$ cat src/rtl/bru_pkg.sv
// Purpose: Shared constants and types for the byte rotate unit
// Assumes: 8-bit data, one carry flag, operation codes set by the core decoder
// Notes:   Operation codes are chosen locally; the decoder maps onto them
//
// How it works
// - Left rotate to accumulator, memory and flags kept
// - Left rotate through carry, in place
// - Left rotate through carry into accumulator
// - Right rotate in place, flags kept
// - Right rotate to accumulator, memory and flags kept
// - Right rotate through carry, in place
package bru_pkg;

  ////////////////////////////////////////////////////////////////////////////
  // Widths and bit positions
  localparam int unsigned DATA_W  = 8;        // Operand width
  localparam int unsigned MSB_POS = 7;        // Top bit of the byte
  localparam int unsigned LSB_POS = 0;        // Bottom bit of the byte
  localparam logic        CARRY_RESET = 1'h0; // Carry after reset
  localparam logic [7:0]  BYTE_RESET  = 8'h00; // Result registers after reset

  ////////////////////////////////////////////////////////////////////////////
  // Operation codes
  typedef enum logic [2:0] {
    BRU_OP_ROTATE_LEFT_COPY_OUT          = 3'b000,
    BRU_OP_ROTATE_LEFT_VIA_FLAG          = 3'b001,
    BRU_OP_ROTATE_LEFT_VIA_FLAG_COPY_OUT = 3'b010,
    BRU_OP_ROTATE_RIGHT_IN_PLACE         = 3'b011,
    BRU_OP_ROTATE_RIGHT_COPY_OUT         = 3'b100,
    BRU_OP_ROTATE_RIGHT_VIA_FLAG         = 3'b101
  } bru_op_t;

  // Request carried from the core
  typedef struct packed {
    bru_op_t    op;      // Which rotate
    logic [7:0] operand; // Memory byte read by the core
  } bru_req_t;

  // Result carried back to the core
  typedef struct packed {
    logic [7:0] data;     // Rotated byte
    logic       to_acc;   // High: write accumulator, low: write memory
    logic       carry_wr; // Carry flag updated by this operation
  } bru_res_t;

endpackage : bru_pkg

$ cat src/rtl/bru_rotator.sv
// Purpose: Combinational rotate of one byte with optional carry path
// Assumes: Inputs are the original operand and carry (no feedback)
// Notes:   Pure logic; registering is done by the top
`timescale 1ns/1ps
`default_nettype none
module bru_rotator (
  // Operand
  input  wire logic [7:0]      data_in,
  input  wire logic            carry_in,
  input  wire bru_pkg::bru_op_t op_in,
  // Result
  output logic [7:0]           data_out,
  output logic                 carry_out,
  output logic                 to_acc_out,
  output logic                 carry_wr_out
);

  ////////////////////////////////////////////////////////////////////////////
  // Shift left by one; fill enters the bottom bit
  function automatic logic [7:0] shift_left_fill(input logic [7:0] value, input logic fill);
    return {value[bru_pkg::MSB_POS-1:bru_pkg::LSB_POS], fill};
  endfunction : shift_left_fill

  // Shift right by one; fill enters the top bit
  function automatic logic [7:0] shift_right_fill(input logic [7:0] value, input logic fill);
    return {fill, value[bru_pkg::MSB_POS:bru_pkg::LSB_POS+1]};
  endfunction : shift_right_fill

  ////////////////////////////////////////////////////////////////////////////
  // Shifts read only the inputs, so no partial update can leak in
  always_comb begin
    data_out     = data_in;
    carry_out    = carry_in;
    to_acc_out   = 1'b0;
    carry_wr_out = 1'b0;
    unique case (op_in)
      bru_pkg::BRU_OP_ROTATE_LEFT_COPY_OUT: begin
        data_out   = shift_left_fill(data_in, data_in[bru_pkg::MSB_POS]);
        to_acc_out = 1'b1;
      end
      bru_pkg::BRU_OP_ROTATE_LEFT_VIA_FLAG: begin
        data_out     = shift_left_fill(data_in, carry_in);
        carry_out    = data_in[bru_pkg::MSB_POS];
        carry_wr_out = 1'b1;
      end
      bru_pkg::BRU_OP_ROTATE_LEFT_VIA_FLAG_COPY_OUT: begin
        data_out     = shift_left_fill(data_in, carry_in);
        carry_out    = data_in[bru_pkg::MSB_POS];
        to_acc_out   = 1'b1;
        carry_wr_out = 1'b1;
      end
      bru_pkg::BRU_OP_ROTATE_RIGHT_IN_PLACE: begin
        data_out = shift_right_fill(data_in, data_in[bru_pkg::LSB_POS]);
      end
      bru_pkg::BRU_OP_ROTATE_RIGHT_COPY_OUT: begin
        data_out   = shift_right_fill(data_in, data_in[bru_pkg::LSB_POS]);
        to_acc_out = 1'b1;
      end
      bru_pkg::BRU_OP_ROTATE_RIGHT_VIA_FLAG: begin
        data_out     = shift_right_fill(data_in, carry_in);
        carry_out    = data_in[bru_pkg::LSB_POS];
        carry_wr_out = 1'b1;
      end
      // Unused codes: byte goes back to memory unchanged, no accumulator or carry write
      default: begin
        data_out = data_in;
      end
    endcase
  end

endmodule : bru_rotator
`default_nettype wire

$ cat src/rtl/bru_top.sv
// Purpose: Byte rotate unit of the core datapath, registered results
// Assumes: Core presents operand, carry and operation with a start strobe
// Notes:   One cycle latency; result and carry held until the next start, done and strobes pulse once
`timescale 1ns/1ps
`default_nettype none
module bru_top (
  // Clock and reset
  input  wire logic              clk_in,
  input  wire logic              reset_in,
  input  wire logic              clk_en_in,
  // Request
  input  wire logic              start_in,
  input  wire bru_pkg::bru_req_t req_in,
  input  wire logic              carry_in,
  // Result
  output logic                   done_out,
  output bru_pkg::bru_res_t      res_out,
  output logic                   carry_out,
  output logic                   acc_we_out,
  output logic                   mem_we_out,
  output logic                   carry_we_out
);

  ////////////////////////////////////////////////////////////////////////////
  // Combinational rotate
  logic [7:0] rot_data;   // Rotated byte
  logic       rot_carry;  // New carry
  logic       rot_acc;    // Destination accumulator
  logic       rot_cwr;    // Carry written

  bru_rotator u_rot (
    .data_in      (req_in.operand),
    .carry_in     (carry_in),
    .op_in        (req_in.op),
    .data_out     (rot_data),
    .carry_out    (rot_carry),
    .to_acc_out   (rot_acc),
    .carry_wr_out (rot_cwr)
  );

  ////////////////////////////////////////////////////////////////////////////
  // Result registers
  bru_pkg::bru_res_t res_q, res_d;     // Held result
  logic              carry_q, carry_d; // Held carry
  logic              done_q, done_d;   // Completion pulse

  // Next values; on start carry loads carry_in unless the operation writes it, else it is kept
  always_comb begin
    res_d   = res_q;
    carry_d = carry_q;
    done_d  = 1'b0;
    if (start_in) begin
      res_d.data     = rot_data;
      res_d.to_acc   = rot_acc;
      res_d.carry_wr = rot_cwr;
      carry_d        = rot_cwr ? rot_carry : carry_in;
      done_d         = 1'b1;
    end
  end

  // Register only; clock enable freezes everything
  always_ff @(posedge clk_in or posedge reset_in) begin
    if (reset_in) begin
      res_q   <= '{data: bru_pkg::BYTE_RESET, to_acc: 1'b0, carry_wr: 1'b0};
      carry_q <= bru_pkg::CARRY_RESET;
      done_q  <= 1'b0;
    end else if (clk_en_in) begin
      res_q   <= res_d;
      carry_q <= carry_d;
      done_q  <= done_d;
    end
  end

  ////////////////////////////////////////////////////////////////////////////
  // Outputs: strobes gate writes so the memory byte is kept on copy-out ops
  assign res_out      = res_q;
  assign carry_out    = carry_q;
  assign done_out     = done_q;
  assign acc_we_out   = done_q & res_q.to_acc;
  assign mem_we_out   = done_q & ~res_q.to_acc;
  assign carry_we_out = done_q & res_q.carry_wr;

  ////////////////////////////////////////////////////////////////////////////
  // Checks
  property p_left_copy;
    @(posedge clk_in) disable iff (reset_in)
    (clk_en_in && start_in && req_in.op == bru_pkg::BRU_OP_ROTATE_LEFT_COPY_OUT)
    |=> (res_out.data == {$past(req_in.operand[6:0]), $past(req_in.operand[7])})
        && acc_we_out && !carry_we_out && !mem_we_out;
  endproperty
  a_left_copy: assert property (p_left_copy) else $error("left copy-out wrong");

  property p_left_flag;
    @(posedge clk_in) disable iff (reset_in)
    (clk_en_in && start_in && req_in.op == bru_pkg::BRU_OP_ROTATE_LEFT_VIA_FLAG)
    |=> res_out.data == {$past(req_in.operand[6:0]), $past(carry_in)}
        && carry_out == $past(req_in.operand[7]) && mem_we_out && carry_we_out;
  endproperty
  a_left_flag: assert property (p_left_flag) else $error("left via carry wrong");

  property p_left_flag_copy;
    @(posedge clk_in) disable iff (reset_in)
    (clk_en_in && start_in && req_in.op == bru_pkg::BRU_OP_ROTATE_LEFT_VIA_FLAG_COPY_OUT)
    |=> res_out.data == {$past(req_in.operand[6:0]), $past(carry_in)}
        && carry_out == $past(req_in.operand[7]) && acc_we_out && !mem_we_out;
  endproperty
  a_left_flag_copy: assert property (p_left_flag_copy) else $error("left carry copy wrong");

  property p_right_place;
    @(posedge clk_in) disable iff (reset_in)
    (clk_en_in && start_in && req_in.op == bru_pkg::BRU_OP_ROTATE_RIGHT_IN_PLACE)
    |=> res_out.data == {$past(req_in.operand[0]), $past(req_in.operand[7:1])}
        && mem_we_out && !carry_we_out;
  endproperty
  a_right_place: assert property (p_right_place) else $error("right in place wrong");

  property p_right_copy;
    @(posedge clk_in) disable iff (reset_in)
    (clk_en_in && start_in && req_in.op == bru_pkg::BRU_OP_ROTATE_RIGHT_COPY_OUT)
    |=> res_out.data == {$past(req_in.operand[0]), $past(req_in.operand[7:1])}
        && acc_we_out && !carry_we_out && carry_out == $past(carry_in);
  endproperty
  a_right_copy: assert property (p_right_copy) else $error("right copy-out wrong");

  property p_right_flag;
    @(posedge clk_in) disable iff (reset_in)
    (clk_en_in && start_in && req_in.op == bru_pkg::BRU_OP_ROTATE_RIGHT_VIA_FLAG)
    |=> res_out.data == {$past(carry_in), $past(req_in.operand[7:1])}
        && carry_out == $past(req_in.operand[0]) && mem_we_out && carry_we_out;
  endproperty
  a_right_flag: assert property (p_right_flag) else $error("right via carry wrong");

  property p_one_dest;
    @(posedge clk_in) disable iff (reset_in)
    done_out |-> (acc_we_out != mem_we_out)
                 ##1 (!done_out || $past(start_in) || !$past(clk_en_in));
  endproperty
  a_one_dest: assert property (p_one_dest) else $error("destination strobes wrong");

  property p_hold;
    @(posedge clk_in) disable iff (reset_in)
    !clk_en_in |=> $stable(res_out) && $stable(carry_out) && $stable(done_out);
  endproperty
  a_hold: assert property (p_hold) else $error("state moved while disabled");

  ////////////////////////////////////////////////////////////////////////////
  // Checks on the quiet paths: carry pass-through, idle cycles, unused codes
  // and reset. These catch a stuck strobe or a stale result that the per-op
  // checks above would never see.

  // Unused codes must not touch accumulator or carry, only rewrite the byte
  property p_unused_op;
    @(posedge clk_in) disable iff (reset_in)
    (clk_en_in && start_in && req_in.op > bru_pkg::BRU_OP_ROTATE_RIGHT_VIA_FLAG)
    |=> res_out.data == $past(req_in.operand) && carry_out == $past(carry_in)
        && mem_we_out && !acc_we_out && !carry_we_out;
  endproperty
  a_unused_op: assert property (p_unused_op) else $error("unused code wrote state");

  // Left copy-out leaves the carry flag alone
  property p_left_copy_carry;
    @(posedge clk_in) disable iff (reset_in)
    (clk_en_in && start_in && req_in.op == bru_pkg::BRU_OP_ROTATE_LEFT_COPY_OUT)
    |=> carry_out == $past(carry_in) && !carry_we_out;
  endproperty
  a_left_copy_carry: assert property (p_left_copy_carry) else $error("left copy moved carry");

  // Right in place leaves the carry flag and accumulator alone
  property p_right_place_carry;
    @(posedge clk_in) disable iff (reset_in)
    (clk_en_in && start_in && req_in.op == bru_pkg::BRU_OP_ROTATE_RIGHT_IN_PLACE)
    |=> carry_out == $past(carry_in) && !acc_we_out;
  endproperty
  a_right_place_carry: assert property (p_right_place_carry) else $error("right place moved carry");

  // Every taken request answers exactly one edge later
  property p_done_taken;
    @(posedge clk_in) disable iff (reset_in)
    (clk_en_in && start_in) |=> done_out;
  endproperty
  a_done_taken: assert property (p_done_taken) else $error("request not answered");

  // No request, no strobes
  property p_done_idle;
    @(posedge clk_in) disable iff (reset_in)
    (clk_en_in && !start_in) |=> !done_out && !acc_we_out && !mem_we_out && !carry_we_out;
  endproperty
  a_done_idle: assert property (p_done_idle) else $error("strobe without request");

  // Result and carry stand until the next taken request
  property p_idle_hold;
    @(posedge clk_in) disable iff (reset_in)
    (clk_en_in && !start_in) |=> $stable(res_out) && $stable(carry_out);
  endproperty
  a_idle_hold: assert property (p_idle_hold) else $error("result moved while idle");

  // Reset clears the result, the carry and the strobes
  property p_reset_clear;
    @(posedge clk_in)
    reset_in |=> !done_out && res_out.data == bru_pkg::BYTE_RESET
                 && carry_out == bru_pkg::CARRY_RESET;
  endproperty
  a_reset_clear: assert property (p_reset_clear) else $error("reset did not clear state");

endmodule : bru_top
`default_nettype wire

$ cat config.mk
export PLATFORM = sky130hd
export DESIGN_NAME = bru_top
export DESIGN_NICKNAME = d
export VERILOG_FILES = /design/src/rtl/bru_pkg.sv /design/src/rtl/bru_rotator.sv /design/src/rtl/bru_top.sv
export SDC_FILE = /design/constraint.sdc
export NUM_CORES = 1
export LEC_CHECK = 0
export ABC_CLOCK_PERIOD_IN_PS = 840
export BUFFER_PORTS_ARGS = -buffer_cell sky130_fd_sc_hd__buf_2
export CAP_MARGIN = 20
export CORE_MARGIN = 10
export CORE_UTILIZATION = 31
export CTS_CLUSTER_SIZE = 24
export DETAILED_ROUTE_END_ITERATION = 6
export PLACE_DENSITY = 0.58
export SKIP_CTS_REPAIR_TIMING = 1
export SLEW_MARGIN = 20
export SYNTH_ARGS = -nofsm -noshare
export SYNTH_HDL_FRONTEND = slang
export SYNTH_SLANG_ARGS = --single-unit
$ cat constraint.sdc
create_clock -name clk_in -period 0.84 [get_ports clk_in]
set_clock_uncertainty 0.05 [all_clocks]
set_input_delay 0.042 -clock clk_in [delete_from_list [all_inputs] [get_ports clk_in]]
set_output_delay 0.042 -clock clk_in [all_outputs]
set_load 0.05 [all_outputs]
==> impl_results.md <==
- Cell area power density: 1610 nW/um^2
- Status: finished with violations
- Reg2Reg Depth: 2
- Final setup margin: -0.250 ns
- R2R Setup Slk: -0.12 ns
- Failing checks: setup timing
- First-pass GRT wire length: approximately 4100 um
- WL per Instance: between 10 and 15 um
- Worst-path maximum fanout: 4
- Fin Hold WS: 0.0920 ns
- Root Driver: clkbuf_4
- Layout cell share with drive strength beyond 1: 57.4%
- Cells after synthesis: 92
- Nets: 158
- Worst path cell trace: and2_4 -> buf_8
- Syn Std Cell Area: 892 sq um
- DP Cell Count: 160
- Ys Warns: 0
- Avg Cell Area, Syn: 9.70 sq um
- Top cell family by delay on the critical path: flip-flops
- Fin. Hold Viols: 0
- Synth-to-Final Area Change: 61.3%
- Die X: 73.6 um
- Clock-pin slew on the worst setup and hold paths: ~0.080 ns
- Hold Path Depth: 3
- Final core occ: 52.2%
- Routed wire length: 2410 um
- Dpl ws: -0.517 ns
- Initial cell density of the core: ~32%
- CP max stage delay: approximately 0.43 ns
- Tightest Pin Transition: 0.450 ns
- Count of different cell masters after synthesis: 27
- Final setup TNS: -2.58 ns
- CTS sink count: 12
- Via-per-instance ratio: roughly 5
- # diodes: 0
- Post-DP HPWL: 1970 um
- Cell Count, Final, Fillers Out: 172
- Height of the die: between 70 and 80 um
- Min-delay src: req_in[2]
- FF+latch count, synth: 12
- Total Routing Usage GR: 9.15%
- Crit share post-route: 130%
- Leakage power: between 0.0006 and 0.0007 uW
- DRC violations left: 0
- Rows: 19
- Worst setup SP type: register
- IO Count: 31
- Fmax: 918 MHz
- Filler cells: roughly 280
- Post-synth EDFFs: 0
- Post-synthesis sequential area ratio: between 30% and 40%
- Largest net degree at the start of global routing: 19
- Reg2Reg Launch Point: carry_out
- Hold Path Class: primary input to register
- Clock buffer depth: 2
- CTS tree: yes
- CTS Buf Count: 3
- Worst reg2reg endpoint: carry_out
- Min cycle time layout: ~1.1 ns
- Hold Path Sink: res_out[5]
- H-tree level count: 1
- Core box area: 2760 sq um
- Max-Cap Viols: 0
- CP max-delay cell: dfrtp_2
- Routability cong.: 0.790
- CP arrival: 1.00 ns
- Peak VDD IR: 951 uV
- Buffer and inverter count on the worst path: 1
- Antenna-violating nets left: 0
- Via count: 861
- CP Class: register to output port
- Skew-Pair Late Insertion Delay: approximately 0.26 ns
- Post-synthesis net count: 108
- Total grt overflow: 0
- Drt first pass iters: 4
- Worst Setup End Kind: output port
- Final setup fails: 18
- DIE AREA: 5420 sq um
- Buffers on Ports: 30
- Iter 0 DRT Violations: 18
- Antenna violations before repair: 0
- Max-slew headroom at the worst pin: between 60% and 70%
- FFs w/ async S/R, synth: 100%
- Final Max Tran Viols: 0
- Req. time, crit path: 0.75 ns
- Vias in the first global route: about 900
- RSZ-0062 raised after global routing: true
- Synth Flop Type: dfrtp_1
## routing by layer
| metal | track usage (%) | vias up | wire [um] |
|---|---|---|---|
| li1 | - | 439 | - |
| met1 | 11.2 | 394 | 1140 |
| met2 | 13.8 | 26 | 1050 |
| met3 | 3.23 | 2 | 190 |
| met4 | 4.35 | 0 | 27 |
| met5 | 0 | - | 0 |
## registers in the layout, indices dropped and copies added (netlist names)
name / flops
carry_out: 1
res_out: 10
done_out: 1
## cell type report
| cell class | instances | area, sq um | share of cell area (%) |
|---|---|---|---|
| tap | 31 | 38.8 | 2.70 |
| inverter | 2 | 7.51 | 0.522 |
| sequential | 12 | 313 | 21.7 |
| timing repair buffer | 53 | 468 | 32.5 |
| multi-input combinational | 70 | 586 | 40.7 |
| clock buffer | 4 | 26.3 | 1.83 |
## cell usage after synthesis, types with 2 or more instances
| library cell | count | share of area (%) |
|---|---|---|
| a211oi_1 | 2 | 1.7 |
| a2bb2oi_1 | 6 | 5.9 |
| a31oi_1 | 6 | 4.2 |
| and2_1 | 10 | 7.0 |
| and3b_1 | 6 | 5.9 |
| buf_6 | 2 | 2.5 |
| clkbuf_1 | 4 | 1.7 |
| dfrtp_1 | 12 | 34 |
| inv_1 | 2 | 0.84 |
| mux2_1 | 3 | 3.8 |
| mux2i_1 | 6 | 6.7 |
| mux4_2 | 2 | 5.0 |
| nor2_1 | 10 | 4.2 |
| nor3_1 | 2 | 1.1 |
| o21ai_0 | 4 | 2.2 |
| o21ai_1 | 3 | 1.7 |
| or2b_1 | 2 | 1.7 |
## cells by family (layout without fill, tap and decap cells)
kind of cell,Yosys count,count (layout),synth area share (%)
mux,12,12,17.3
compound gates,25,25,19.8
buf+inv,10,59,7.29
simple gates,33,33,22.0
flops,12,12,33.7
## how the worst max path moves through the flow
stage | startpoint | to | slack (ns) | depth (start not counted)
after floorplan | req_in[8] | res_out[2] | -0.34 | 3
after global placement | req_in[8] | res_out[2] | -0.50 | 4
after detailed placement | req_in[8] | res_out[2] | -0.52 | 4
after CTS | res_out[1] | mem_we_out | -0.34 | 2
after global routing | res_out[1] | acc_we_out | -0.30 | 2
final | done_out | acc_we_out | -0.25 | 2
## worst register-to-register path: cells and delay by family, from the launching register on
kind / cells / cell delay (ns)
compound gates: 1 / 0.25
simple gates: 1 / 0.14
flops: 1 / 0.41
## per-stage QoR
step / area, sq um / total power, uW
floorplan: 940 / 1420
global placement: 1170 / 1670
detailed placement: 1170 / 1690
CTS: 1200 / 2060
global route: 1440 / 2470
finish: 1440 / 2320
## where the power goes
group | switching (uW) | internal, uW | total, uW
Clock | 178 | 183 | 362
Combinational | 654 | 555 | 1210
Sequential | 74.1 | 678 | 752
## layout by cell type (no fill, tap or decap), drive strengths merged
master	count
buf	50
dfrtp	12
and2	10
nor2	10
o21ai	7
and3b	6
mux2i	6
a2bb2oi	6
a31oi	6
clkbuf	5
mux2	4
or2b	2
mux4	2
nor3	2
dlygate4sd3	2
a211oi	2
inv	2
nor2b	1
a32o	1
nand2	1
a221o	1
a21o	1
nor4b	1
a22o	1
No activity file was read; power rests on OpenSTA's default activity.
